==> config.mk <==
export PLATFORM = sky130hd
export DESIGN_NAME = cfsd_exec
export DESIGN_NICKNAME = d
export VERILOG_FILES = /design/src/cfsd_alu.sv /design/src/cfsd_exec.sv
export SDC_FILE = /design/constraint.sdc
export NUM_CORES = 1
export LEC_CHECK = 0
export ABC_AREA = 1
export BUFFER_PORTS_ARGS = -buffer_cell sky130_fd_sc_hd__buf_2
export CORE_ASPECT_RATIO = 0.5
export CORE_MARGIN = 1
export CORE_UTILIZATION = 45
export CTS_CLUSTER_DIAMETER = 50
export DETAILED_ROUTE_END_ITERATION = 10
export PLACE_DENSITY = 0.69
export SLEW_MARGIN = 20
export SYNTH_ARGS = -nofsm -noshare
export SYNTH_HDL_FRONTEND = slang
export SYNTH_SLANG_ARGS = --single-unit
export TNS_END_PERCENT = 1
==> constraint.sdc <==
create_clock -name sys_clk -period 2.24 [get_ports sys_clk]
set_clock_uncertainty 0.1 [all_clocks]
set_input_delay 0.224 -clock sys_clk [delete_from_list [all_inputs] [get_ports sys_clk]]
set_output_delay 0.224 -clock sys_clk [all_outputs]
set_load 0.005 [all_outputs]
==> src/cfsd_alu.sv <==
// constants and the operand datapath for compare, decimal adjust and decrement
package cfsd_pkg;
  // ==========================================================
  // instruction encodings and field positions
  localparam logic [6:0] CMP_LT_PATTERN = 7'h30;
  localparam logic [5:0] DEC_PATTERN = 6'h01;
  localparam logic [15:0] DAW_WORD = 16'h0007;
  localparam int A_BIT = 8;
  localparam int D_BIT = 9;
  // ==========================================================
  // addressing and arithmetic constants
  localparam logic [7:0] ACCESS_SPLIT = 8'h80;
  localparam logic [3:0] ACCESS_LOW_BANK = 4'h0;
  localparam logic [3:0] ACCESS_HIGH_BANK = 4'hf;
  localparam logic [3:0] BCD_LIMIT = 4'h9;
  localparam logic [8:0] BCD_FIX_LO = 9'h006;
  localparam logic [8:0] BCD_FIX_HI = 9'h060;
  localparam logic [7:0] OV_EDGE = 8'h80;
  localparam logic [1:0] SKIP_ONE = 2'h1;
  localparam logic [1:0] SKIP_TWO = 2'h2;
  // ==========================================================
  // types
  typedef enum logic [1:0] {
    PH_Q1 = 2'b00, PH_Q2 = 2'b01, PH_Q3 = 2'b11, PH_Q4 = 2'b10
  } cfsd_phase_t;
  typedef enum logic [1:0] {
    OP_NONE = 2'b00, OP_CMP_LT = 2'b01, OP_DAW = 2'b11, OP_DEC = 2'b10
  } cfsd_op_t;
  // ==========================================================
  // decode of one fetched word
  function automatic cfsd_op_t decode(input logic [15:0] w);
    if (w[15:9] == CMP_LT_PATTERN) decode = OP_CMP_LT;
    else if (w[15:10] == DEC_PATTERN) decode = OP_DEC;
    else if (w == DAW_WORD) decode = OP_DAW;
    else decode = OP_NONE;
  endfunction
  // access bank splits the low half to bank 0 and the high half to bank f
  function automatic logic [11:0] form_addr(input logic [7:0] f,
      input logic a, input logic [3:0] bank);
    if (a) form_addr = {bank, f};
    else if (f < ACCESS_SPLIT) form_addr = {ACCESS_LOW_BANK, f};
    else form_addr = {ACCESS_HIGH_BANK, f};
  endfunction
endpackage

// ==========================================================
// combinational operand datapath
module cfsd_alu (
  // operation and operands
  input wire cfsd_pkg::cfsd_op_t op,
  input wire logic [7:0] f_byte,
  input wire logic [7:0] w_byte,
  input wire logic c_in,
  input wire logic dc_in,
  // results
  output logic [7:0] result,
  output logic c_out,
  output logic dc_out,
  output logic n_out,
  output logic ov_out,
  output logic z_out,
  output logic less
);
  logic lo_fix;
  logic hi_fix;
  logic [8:0] sum1;
  logic [8:0] sum2;

  // decimal adjust chain, lower nibble first so its carry reaches the upper
  always_comb begin
    lo_fix = (w_byte[3:0] > cfsd_pkg::BCD_LIMIT) || dc_in;
    sum1 = {1'b0, w_byte} + (lo_fix ? cfsd_pkg::BCD_FIX_LO : 9'h000);
    hi_fix = (sum1[7:4] > cfsd_pkg::BCD_LIMIT) || c_in || sum1[8];
    sum2 = sum1 + (hi_fix ? cfsd_pkg::BCD_FIX_HI : 9'h000);
  end

  // per-operation result and flags; carry and digit carry pass through, the other flags default to zero
  always_comb begin
    result = w_byte;
    c_out = c_in;
    dc_out = dc_in;
    n_out = 1'b0;
    ov_out = 1'b0;
    z_out = 1'b0;
    less = f_byte < w_byte; // unsigned compare
    unique case (op)
      cfsd_pkg::OP_DAW: begin
        result = sum2[7:0];
        c_out = c_in | sum1[8] | sum2[8];
      end
      cfsd_pkg::OP_DEC: begin
        result = f_byte - 8'h01;
        c_out = f_byte != 8'h00; // no borrow
        dc_out = f_byte[3:0] != 4'h0;
        n_out = result[7];
        ov_out = f_byte == cfsd_pkg::OV_EDGE;
        z_out = result == 8'h00;
      end
      cfsd_pkg::OP_CMP_LT, cfsd_pkg::OP_NONE: begin
        result = w_byte;
      end
    endcase
  end
endmodule // cfsd_alu

==> src/cfsd_exec.sv <==
// execution of compare-skip-if-less, decimal adjust and decrement
// How it works
// RULE_01: compare-skip-if-less decoded from its seven-bit pattern
// RULE_02: unsigned compare; operands and flags stay untouched
// RULE_03: byte below W discards next fetched word
// RULE_04: bank bit picks access bank or bank register
// RULE_05: one cycle, two on skip, three over two-word
// RULE_06: decode, read, process, write; skip cycles idle
// RULE_07: decimal adjust corrects each nibble of W by six
// RULE_08: destination bit picks W or file register
// RULE_09: decrement updates carry, digit, negative, overflow, zero
module cfsd_exec (
  // clock and reset
  input wire logic sys_clk,
  input wire logic nrst,
  // fetch side
  input wire logic [15:0] instr_word,
  input wire logic instr_valid,
  input wire logic next_two_word,
  output logic instr_cycle_start,
  output logic discard_fetched,
  output logic skip_pulse,
  output logic unknown_op,
  // banking
  input wire logic [3:0] bank_select_register,
  // data memory
  output logic [11:0] mem_addr,
  output logic mem_re,
  input wire logic [7:0] mem_rdata,
  output logic mem_we,
  output logic [7:0] mem_wdata,
  // working register load by the rest of the core
  input wire logic wreg_load,
  input wire logic [7:0] wreg_load_data,
  // working register and status
  output logic [7:0] wreg,
  output logic carry_flag,
  output logic digit_carry_flag,
  output logic negative_flag,
  output logic overflow_flag,
  output logic zero_flag
);
  // ==========================================================
  // reset release
  logic rst_meta;
  logic rst_n;

  // two-flop release so every flop leaves reset on the same edge
  always_ff @(posedge sys_clk or negedge nrst) begin
    if (!nrst) begin
      rst_meta <= 1'b0;
      rst_n <= 1'b0;
    end else begin
      rst_meta <= 1'b1;
      rst_n <= rst_meta;
    end
  end

  // ==========================================================
  // state
  cfsd_pkg::cfsd_phase_t phase, next_phase;
  cfsd_pkg::cfsd_op_t op, next_op;
  logic [7:0] fadr, next_fadr;
  logic dbit, next_dbit;
  logic [1:0] skip_left, next_skip_left;
  logic next_discard, next_skip_pulse, next_unknown;
  logic [11:0] next_mem_addr;
  logic next_mem_re, next_mem_we;
  logic [7:0] next_mem_wdata;
  logic [7:0] res, next_res;
  logic [4:0] rflags, next_rflags;
  logic [7:0] next_wreg;
  logic next_c, next_dc, next_n, next_ov, next_z;
  logic [7:0] alu_res;
  logic alu_c, alu_dc, alu_n, alu_ov, alu_z, alu_less;
  cfsd_pkg::cfsd_op_t dec_op;

  assign dec_op = cfsd_pkg::decode(instr_word);
  assign instr_cycle_start = phase == cfsd_pkg::PH_Q1;

  cfsd_alu u_alu (
    .op(op),
    .f_byte(mem_rdata),
    .w_byte(wreg),
    .c_in(carry_flag),
    .dc_in(digit_carry_flag),
    .result(alu_res),
    .c_out(alu_c),
    .dc_out(alu_dc),
    .n_out(alu_n),
    .ov_out(alu_ov),
    .z_out(alu_z),
    .less(alu_less)
  );

  // ==========================================================
  // quadrature sequencing
  // memory read is issued in Q2, data sampled in Q3, written in Q4
  always_comb begin
    next_phase = phase;
    next_op = op;
    next_fadr = fadr;
    next_dbit = dbit;
    next_skip_left = skip_left;
    next_discard = discard_fetched;
    next_skip_pulse = 1'b0;
    next_unknown = unknown_op;
    next_mem_addr = mem_addr;
    next_mem_re = 1'b0;
    next_mem_we = 1'b0;
    next_mem_wdata = mem_wdata;
    next_res = res;
    next_rflags = rflags;
    next_wreg = wreg;
    next_c = carry_flag;
    next_dc = digit_carry_flag;
    next_n = negative_flag;
    next_ov = overflow_flag;
    next_z = zero_flag;
    unique case (phase)
      cfsd_pkg::PH_Q1: begin
        next_phase = cfsd_pkg::PH_Q2;
        next_op = cfsd_pkg::OP_NONE;
        next_unknown = 1'b0;
        next_discard = 1'b0;
        if (skip_left != 2'h0) begin
          // fetched word thrown away; whole cycle is a no-op
          next_skip_left = skip_left - 2'h1; // RULE_05
          next_discard = 1'b1; // RULE_03
        end else if (instr_valid) begin
          next_op = dec_op; // RULE_01 RULE_07
          next_unknown = dec_op == cfsd_pkg::OP_NONE;
          next_fadr = instr_word[7:0];
          next_dbit = instr_word[cfsd_pkg::D_BIT];
          if (dec_op == cfsd_pkg::OP_CMP_LT ||
              dec_op == cfsd_pkg::OP_DEC) begin
            next_mem_re = 1'b1; // RULE_06
            next_mem_addr = cfsd_pkg::form_addr(instr_word[7:0],
              instr_word[cfsd_pkg::A_BIT], bank_select_register); // RULE_04
          end
        end
      end
      cfsd_pkg::PH_Q2: begin
        next_phase = cfsd_pkg::PH_Q3;
      end
      cfsd_pkg::PH_Q3: begin
        next_phase = cfsd_pkg::PH_Q4;
        next_res = alu_res;
        next_rflags = {alu_c, alu_dc, alu_n, alu_ov, alu_z};
        if (op == cfsd_pkg::OP_CMP_LT && alu_less) begin
          // two-word follower needs its second word dropped as well
          next_skip_left = next_two_word ? cfsd_pkg::SKIP_TWO
                                         : cfsd_pkg::SKIP_ONE; // RULE_03
          next_skip_pulse = 1'b1;
        end
        if (op == cfsd_pkg::OP_DEC && dbit) begin
          next_mem_we = 1'b1; // RULE_08
          next_mem_wdata = alu_res;
        end
      end
      cfsd_pkg::PH_Q4: begin
        next_phase = cfsd_pkg::PH_Q1;
        // the compare writes nothing here, so W stays free for loads
        if (wreg_load) next_wreg = wreg_load_data; // RULE_02
        if (op == cfsd_pkg::OP_DAW) begin
          next_wreg = res; // RULE_07
          next_c = rflags[4];
        end
        if (op == cfsd_pkg::OP_DEC) begin
          if (!dbit) next_wreg = res; // RULE_08
          {next_c, next_dc, next_n, next_ov, next_z} = rflags; // RULE_09
        end
      end
    endcase
  end

  // register every piece of sequencing state
  always_ff @(posedge sys_clk or negedge rst_n) begin
    if (!rst_n) begin
      phase <= cfsd_pkg::PH_Q1;
      op <= cfsd_pkg::OP_NONE;
      fadr <= 8'h00;
      dbit <= 1'b0;
      skip_left <= 2'h0;
      discard_fetched <= 1'b0;
      skip_pulse <= 1'b0;
      unknown_op <= 1'b0;
      mem_addr <= 12'h000;
      mem_re <= 1'b0;
      mem_we <= 1'b0;
      mem_wdata <= 8'h00;
      res <= 8'h00;
      rflags <= 5'h00;
      wreg <= 8'h00;
      carry_flag <= 1'b0;
      digit_carry_flag <= 1'b0;
      negative_flag <= 1'b0;
      overflow_flag <= 1'b0;
      zero_flag <= 1'b0;
    end else begin
      phase <= next_phase;
      op <= next_op;
      fadr <= next_fadr;
      dbit <= next_dbit;
      skip_left <= next_skip_left;
      discard_fetched <= next_discard;
      skip_pulse <= next_skip_pulse;
      unknown_op <= next_unknown;
      mem_addr <= next_mem_addr;
      mem_re <= next_mem_re;
      mem_we <= next_mem_we;
      mem_wdata <= next_mem_wdata;
      res <= next_res;
      rflags <= next_rflags;
      wreg <= next_wreg;
      carry_flag <= next_c;
      digit_carry_flag <= next_dc;
      negative_flag <= next_n;
      overflow_flag <= next_ov;
      zero_flag <= next_z;
    end
  end

  logic take;
  assign take = instr_cycle_start && instr_valid && skip_left == 2'h0;
endmodule // cfsd_exec

# --- Yosys cells after proc, flatten, opt, wreduce, memory -nomap -nowiden ---
# Index checks and enable logic that the tools add are counted.
word_totals:
  regBits: 60
op_classes:
  n_addsub: 4
  order_cmp: 4
  n_eq_ne: 14
  muxes: 37
  bitwise_logic: 3
  reduce_logical: 22
op_table:
  columns: ["operator", "count"]
  rows:
  - ["two-way mux 8 bit", 4]
  - ["two-way mux 12 bit", 2]
  - ["one-hot mux 8 bit (3 select lines)", 1]
  - ["two-way mux 1 bit", 17]
  - ["== test 16 x 3 -> 1 bit (second input constant)", 1]
  - ["two-way mux 2 bit", 8]
  - ["== test 2 bit (second input constant)", 5]
  - ["adder 8 x 9 -> 9 bit", 1]
  - ["adder 9 bit", 1]
  - ["== test 8 bit (second input constant)", 1]
  - ["> comparator 4 bit (second input constant)", 2]
  - ["zero test 8 bit", 1]
  - ["< comparator 8 bit", 1]
  - ["< comparator 8 bit (second input constant)", 1]
  - ["one-hot mux 2 bit (4 select lines)", 1]
  - ["nonzero test 8 bit", 1]
  - ["subtractor 8 x 1 -> 8 bit (second input constant)", 1]
  - ["== test 7 x 6 -> 1 bit (second input constant)", 1]
  - ["two-way mux 7 bit", 1]
  - ["== test 2 x 1 -> 1 bit (second input constant)", 3]
  - ["== test 6 x 1 -> 1 bit (second input constant)", 1]
  - ["zero test 2 bit", 3]
  - ["AND reduction 2 bit", 3]
  - ["AND reduction 3 bit", 2]
  - ["other kinds (14)", 21]

# --- Logic depth before layout (Yosys ltp) ---
logic_depth:
  ltp_word: 11
  ltp_mapped: 23

# --- Modules after synthesis ---
# A second synthesis with hierarchy kept.
hier_totals:
  hier_cells: 470
  area_unflattened_um2: 3612.2
modules_own_cells:
  columns: ["module", "n_inst", "cells_each", "area_each_um2"]
  rows:
  - ["cfsd_exec", 1, 308, 2716.4]
  - ["cfsd_alu", 1, 162, 895.9]

# --- Worst setup path before layout ---
# Ideal clock, no wire load.
synth_timing:
  path_kind: "register to register"
  start: "register wreg[3]"
  end: "register mem_wdata[6]"
  t_arrival_ns: 2.498
  setup_slack_ns: -0.476
  stages_incl_launch_ff: 21
  synth_period_minus_slack_ns: 2.716
  cell_sequence: "dfrtp_1 -> buf_6 -> o21ai_0 -> nand2_1 -> ha_1 -> fa_1 -> nand3_1 -> nand2_1 -> nand2_2 -> clkinv_1 -> nand3_2 -> nand2_2 -> nand2_2 -> nand2_2 -> nand2_1 -> inv_1 -> ha_1 -> nand2_1 -> o211ai_1 -> nand2_1 -> nand2_1"
synth_between:
  elab_chain_cells: 10
synth_lines:
  columns: ["item", "line_no", "rtl"]
  rows:
  - ["start, declared", "cfsd_exec.sv:36", "output logic [7:0] wreg,"]
  - ["start signal, assigned", "cfsd_exec.sv:215", "wreg <= next_wreg;"]
  - ["> comparator 4 bit", "cfsd_alu.sv:71", "lo_fix = (w_byte[3:0] > cfsd_pkg::BCD_LIMIT) || dc_in;"]
  - ["logical OR 1 bit", "cfsd_alu.sv:71", null]
  - ["two-way mux 3 bit", "cfsd_alu.sv:72", "sum1 = {1'b0, w_byte} + (lo_fix ? cfsd_pkg::BCD_FIX_LO : 9'h000);"]
  - ["adder 8 x 9 -> 9 bit *", "cfsd_alu.sv:72", null]
  - ["> comparator 4 bit", "cfsd_alu.sv:73", "hi_fix = (sum1[7:4] > cfsd_pkg::BCD_LIMIT) || c_in || sum1[8];"]
  - ["logical OR 1 bit (2 in series)", "cfsd_alu.sv:73", null]
  - ["two-way mux 7 bit", "cfsd_alu.sv:74", "sum2 = sum1 + (hi_fix ? cfsd_pkg::BCD_FIX_HI : 9'h000);"]
  - ["adder 9 bit *", "cfsd_alu.sv:74", null]
  - ["one-hot mux 8 bit (3 select lines) *", "cfsd_alu.sv:86", "unique case (op)"]
  - ["end signal, assigned", "cfsd_exec.sv:212", "mem_wdata <= next_mem_wdata;"]
  - ["end, declared", "cfsd_exec.sv:31", "output logic [7:0] mem_wdata,"]
# Every way passes the cells marked *; elsewhere a longest branch is shown, timed or not.
# A chain may end at the register's enable or synchronous reset.

# --- Worst setup path in the final report ---
layout_timing:
  start: "register wreg[2]"
  end: "register mem_wdata[6]"
# Same word-level chain as after synthesis.

==> metrics.md <==
| Metric | Value |
|---|---|
| Root Buffer | clkbuf_16 |
| Worst setup SP type | flop |
| Worst-path fanout max | 4 |
| Post-synth ARST share | 100% |
| Synth Warn # | 0 |
| Yosys reg bits | 60 |
| Via density | 5.09 |
| Synth area leaders | dfrtp_1, nand2_1, ha_1 |
| Routed Antenna Nets | 0 |
| Clk sinks | 60 |
| Post-synth EDFFs | 0 |
| Most frequent CP cell | nand2_1 |
| Seq/Total Area, Yosys | 44.7% |
| Cts bufs inserted | 9 |
| Worst-margin pin slew | between 0.5 and 0.6 ns |
| Synth Cell Area | 3360 um2 |
| Clock share of power | a little over two fifths |
| Crit path largest cell delay | 0.38 ns |
| Nets | between 500 and 600 |
| Pwr Density | 730 nW/um2 |
| IO buf count | 79 |
| Clock latency on the worst-skew pair | between 0.3 and 0.4 ns |
| Crit path DAT | 2.70 ns |
| Synth unique cells | 36 |
| Tot GR Track Use | between 20% and 30% |
| Initial antenna violation count | 0 |
| IR drop worst, VDD | 0.487 mV |
| Final setup viols | 7 |
| Largest area contributor in the netlist | dfrtp_1 |
| Max Slew Vio Count | 0 |
| Worst Hold End | mem_addr[2] |
| Slowest CP cell | fa_2 |
| Average size of a mapped cell | 8.40 um2 |
| Violated checks | negative setup slack |
| Setup TNS | -1.84 ns |
| Post-DR wirelength/cell | 14.1 um |
| P_leak | 2.19 nW |
| Final HPWL DP | around 6.4 mm |
| Final hold violation count | 0 |
| Overall power | between 3 and 4 mW |
| Critical Path, Cell by Cell | o21ai_1 > nand2_1 > ha_2 > fa_2 > nand4_1 > nand2_2 > buf_4 > buf_4 > ha_2 > ha_1 > nand2_1 > o211ai_1 > nand2_1 > nand2_1 |
| First-pass GRT wire length | 14.1 mm |
| Via count | 3049 |
| Routed WL | 8.47 mm |
| Hold Crit Class | input pin to flop |
| Remaining DRCs | 0 |
| Min Tclk post-route | 2.59 ns |
| Inserted Diodes | 0 |
| Initial detailed-routing violation count | 162 |
| Vias in the first global route | a little under 3000 |
| Final Wtd Congestion | 0.945 |
| Clock-pin slew on the worst setup and hold paths | 0.05 ns |
| Setup ws final | -0.352 ns |
| Core Area | 6940 um2 |
| Layout cell share with drive strength beyond 1 | 30.0% |
| Hold path depth | 2 |
| Horiz. Die Dim | 124 um |
| Max-cap violations | 0 |
| HP Start | instr_word[2] |
| GR Overflow Total | 0 |
| Reg2reg end | mem_wdata[6] |
| P&R area growth vs syn | 28.9% |
| Height of the chip | 63.1 um |
| CTS tree | done |
| Depth of the most critical reg-to-reg path | 14 |
| Fin crit share | 116% |
| Fmax achieved | 386 MHz |
| Largest net degree at the start of global routing | 38 |
| Ports | 80 |
| CTS max path bufs | 2 |
| Pint | between 2 and 2.5 mW |
| Req. time, crit path | 2.35 ns |
| Reg-to-Reg Start | wreg[2] |
| H-tree levels | 3 |
| Synth Flop Type | dfrtp_1 |
| Flop pwr share | ~40% |
| Syn_nets | approximately 460 |
| Switching Fraction | 26.2% |
| Combinational Power Share | ~17% |
| Slew margin rel. | between 60 and 70% |
| Starting Density | 48.4% |
| Critical path class | flop to flop |
| Die area | 7830 um2 |
| Critical Path End Type | flop |
| Pre-antenna DRT Iters | 4 |
| Cells after Synth | 400 |
| RSZ-0062 raised after global routing | yes |
| Outcome | complete, but fails checks |
| Worst reg-to-reg setup slack | -0.35 ns |
| Post-synth top area share | 44.7% |
| Inst Count DP | 580 |
| Net Switching | 829 uW |
| FP Rows | 21 |
| Non-Filler Instances | 599 |
-- power by group through the flow --
stage          registers (mW)  logic [mW]  clock network, mW
6_report                 1.24       0.535               1.38
5_1_grt                  1.25       0.611               1.46
4_1_cts                  1.24       0.535               1.41
3_5_place_dp             1.26       0.525                  0
3_3_place_gp             1.26       0.515                  0
2_1_floorplan            1.26       0.309                  0
-- Yosys cell counts (2+ instances only) --
master    number
nor2_4         3
o21ai_1        4
nor2_1        27
inv_1         42
nand3_2        4
o221ai_1       3
o211ai_1      20
mux2_2         8
ha_1          20
nand2_1      114
clkinv_1       3
o21ai_0       19
o22ai_1        5
dfrtp_1       60
o21a_1         2
a21oi_1        9
buf_2          3
xor2_1         5
nand4_1        4
clkbuf_1       6
nand2_2       10
a31oi_1        5
nand3_1       11
-- cell families (layout without fill, tap and decap cells) --
logic type / count (synthesis) / after routing / synth area share [%]
other: 1 / 1 / 0.112
AO/OA/AOI/OAI: 71 / 71 / 13.4
adder cells (fa/ha/maj): 21 / 21 / 8.05
multiplexers: 8 / 8 / 2.68
XOR/XNOR: 5 / 5 / 1.30
AND/OR/NAND/NOR: 177 / 177 / 23.0
buffers and inverters: 57 / 164 / 6.82
flip-flops: 60 / 60 / 44.7
-- how the worst max path moves through the flow --
stage	from	end	slack (ns)	cells after the start
final	wreg[2]	mem_wdata[6]	-0.35	14
after global routing	wreg[2]	mem_wdata[6]	-0.53	19
after CTS	wreg[2]	mem_wdata[6]	-0.34	14
after detailed placement	wreg[1]	mem_wdata[6]	-0.39	19
after global placement	wreg[1]	mem_wdata[6]	-0.28	16
after floorplan	wreg[3]	mem_wdata[6]	-0.38	17
-- metal layers --
layer	share of wire, %	global-route usage, %
met5	0	0
met4	1.2	7.74
met3	7.4	4.98
met2	42	34.7
met1	49	35.1
-- cell usage in the layout (no fill, tap or decap), types with 2 or more instances in the layout --
cell type  instances
nand2_1          113
buf_2             79
dfrtp_1           59
inv_1             41
nor2_1            27
buf_4             21
o211ai_1          20
o21ai_0           18
ha_1              18
nand2_2           11
nand3_1            9
clkbuf_16          9
a21oi_1            8
mux2_2             8
nand3_2            6
o21ai_1            5
a31oi_1            5
xor2_1             5
o22ai_1            5
nand4_1            4
nor2_4             3
clkinv_2           3
o221ai_1           3
inv_2              2
clkinv_1           2
o21a_1             2
ha_2               2
clkbuf_8           2
-- stage by stage --
| stage | utilization, % | hold slack [ns] | cell area [um2] | setup WS, ns |
|---|---|---|---|---|
| after floorplan | - | -0.172 | 3370 | -0.378 |
| after global placement | 57.5 | -0.0885 | 3990 | -0.281 |
| after detailed placement | 57.5 | -0.0882 | 3990 | -0.391 |
| after CTS | 62.4 | 0.0385 | 4330 | -0.339 |
| after global routing | 62.4 | 0.0450 | 4330 | -0.533 |
| final | 62.4 | 0.0516 | 4330 | -0.352 |
-- area by class of cell --
| cell class | instances | area (um2) |
|---|---|---|
| fill | 631 | 2610 |
| multi-input combinational | 283 | 1650 |
| sequential | 60 | 1500 |
| timing repair buffer | 102 | 583 |
| clock buffer | 12 | 256 |
| inverter | 46 | 174 |
| tap | 92 | 115 |
| clock inverter | 4 | 47.5 |
-- worst max-delay path, delay by kind of cell, from the launching register on --
| kind | cells | cell delay (ns) |
|---|---|---|
| fa+ha+maj | 4 | 1.04 |
| simple gates | 6 | 0.48 |
| flops | 1 | 0.37 |
| buf+inv | 2 | 0.26 |
| compound gates | 2 | 0.25 |
-- sequential cells by signal (all words and copies together), names as in the netlist, 2 cells and up --
register,count
mem_addr,12
mem_wdata,8
res,8
wreg,8
rflags,5
op,2
phase,2
skip_left,2
-- timing repair --
action | 4_1_cts | 5_1_grt
buffers inserted | 2 | 0
gates resized for setup | 2 | 2
hold buffers | 1 | 0
pin swaps | 7 | 0
endpoints found under the setup margin | 7 | 7
hold endpoints to repair | 2 | 0
(Power assumes the default switching activity.)
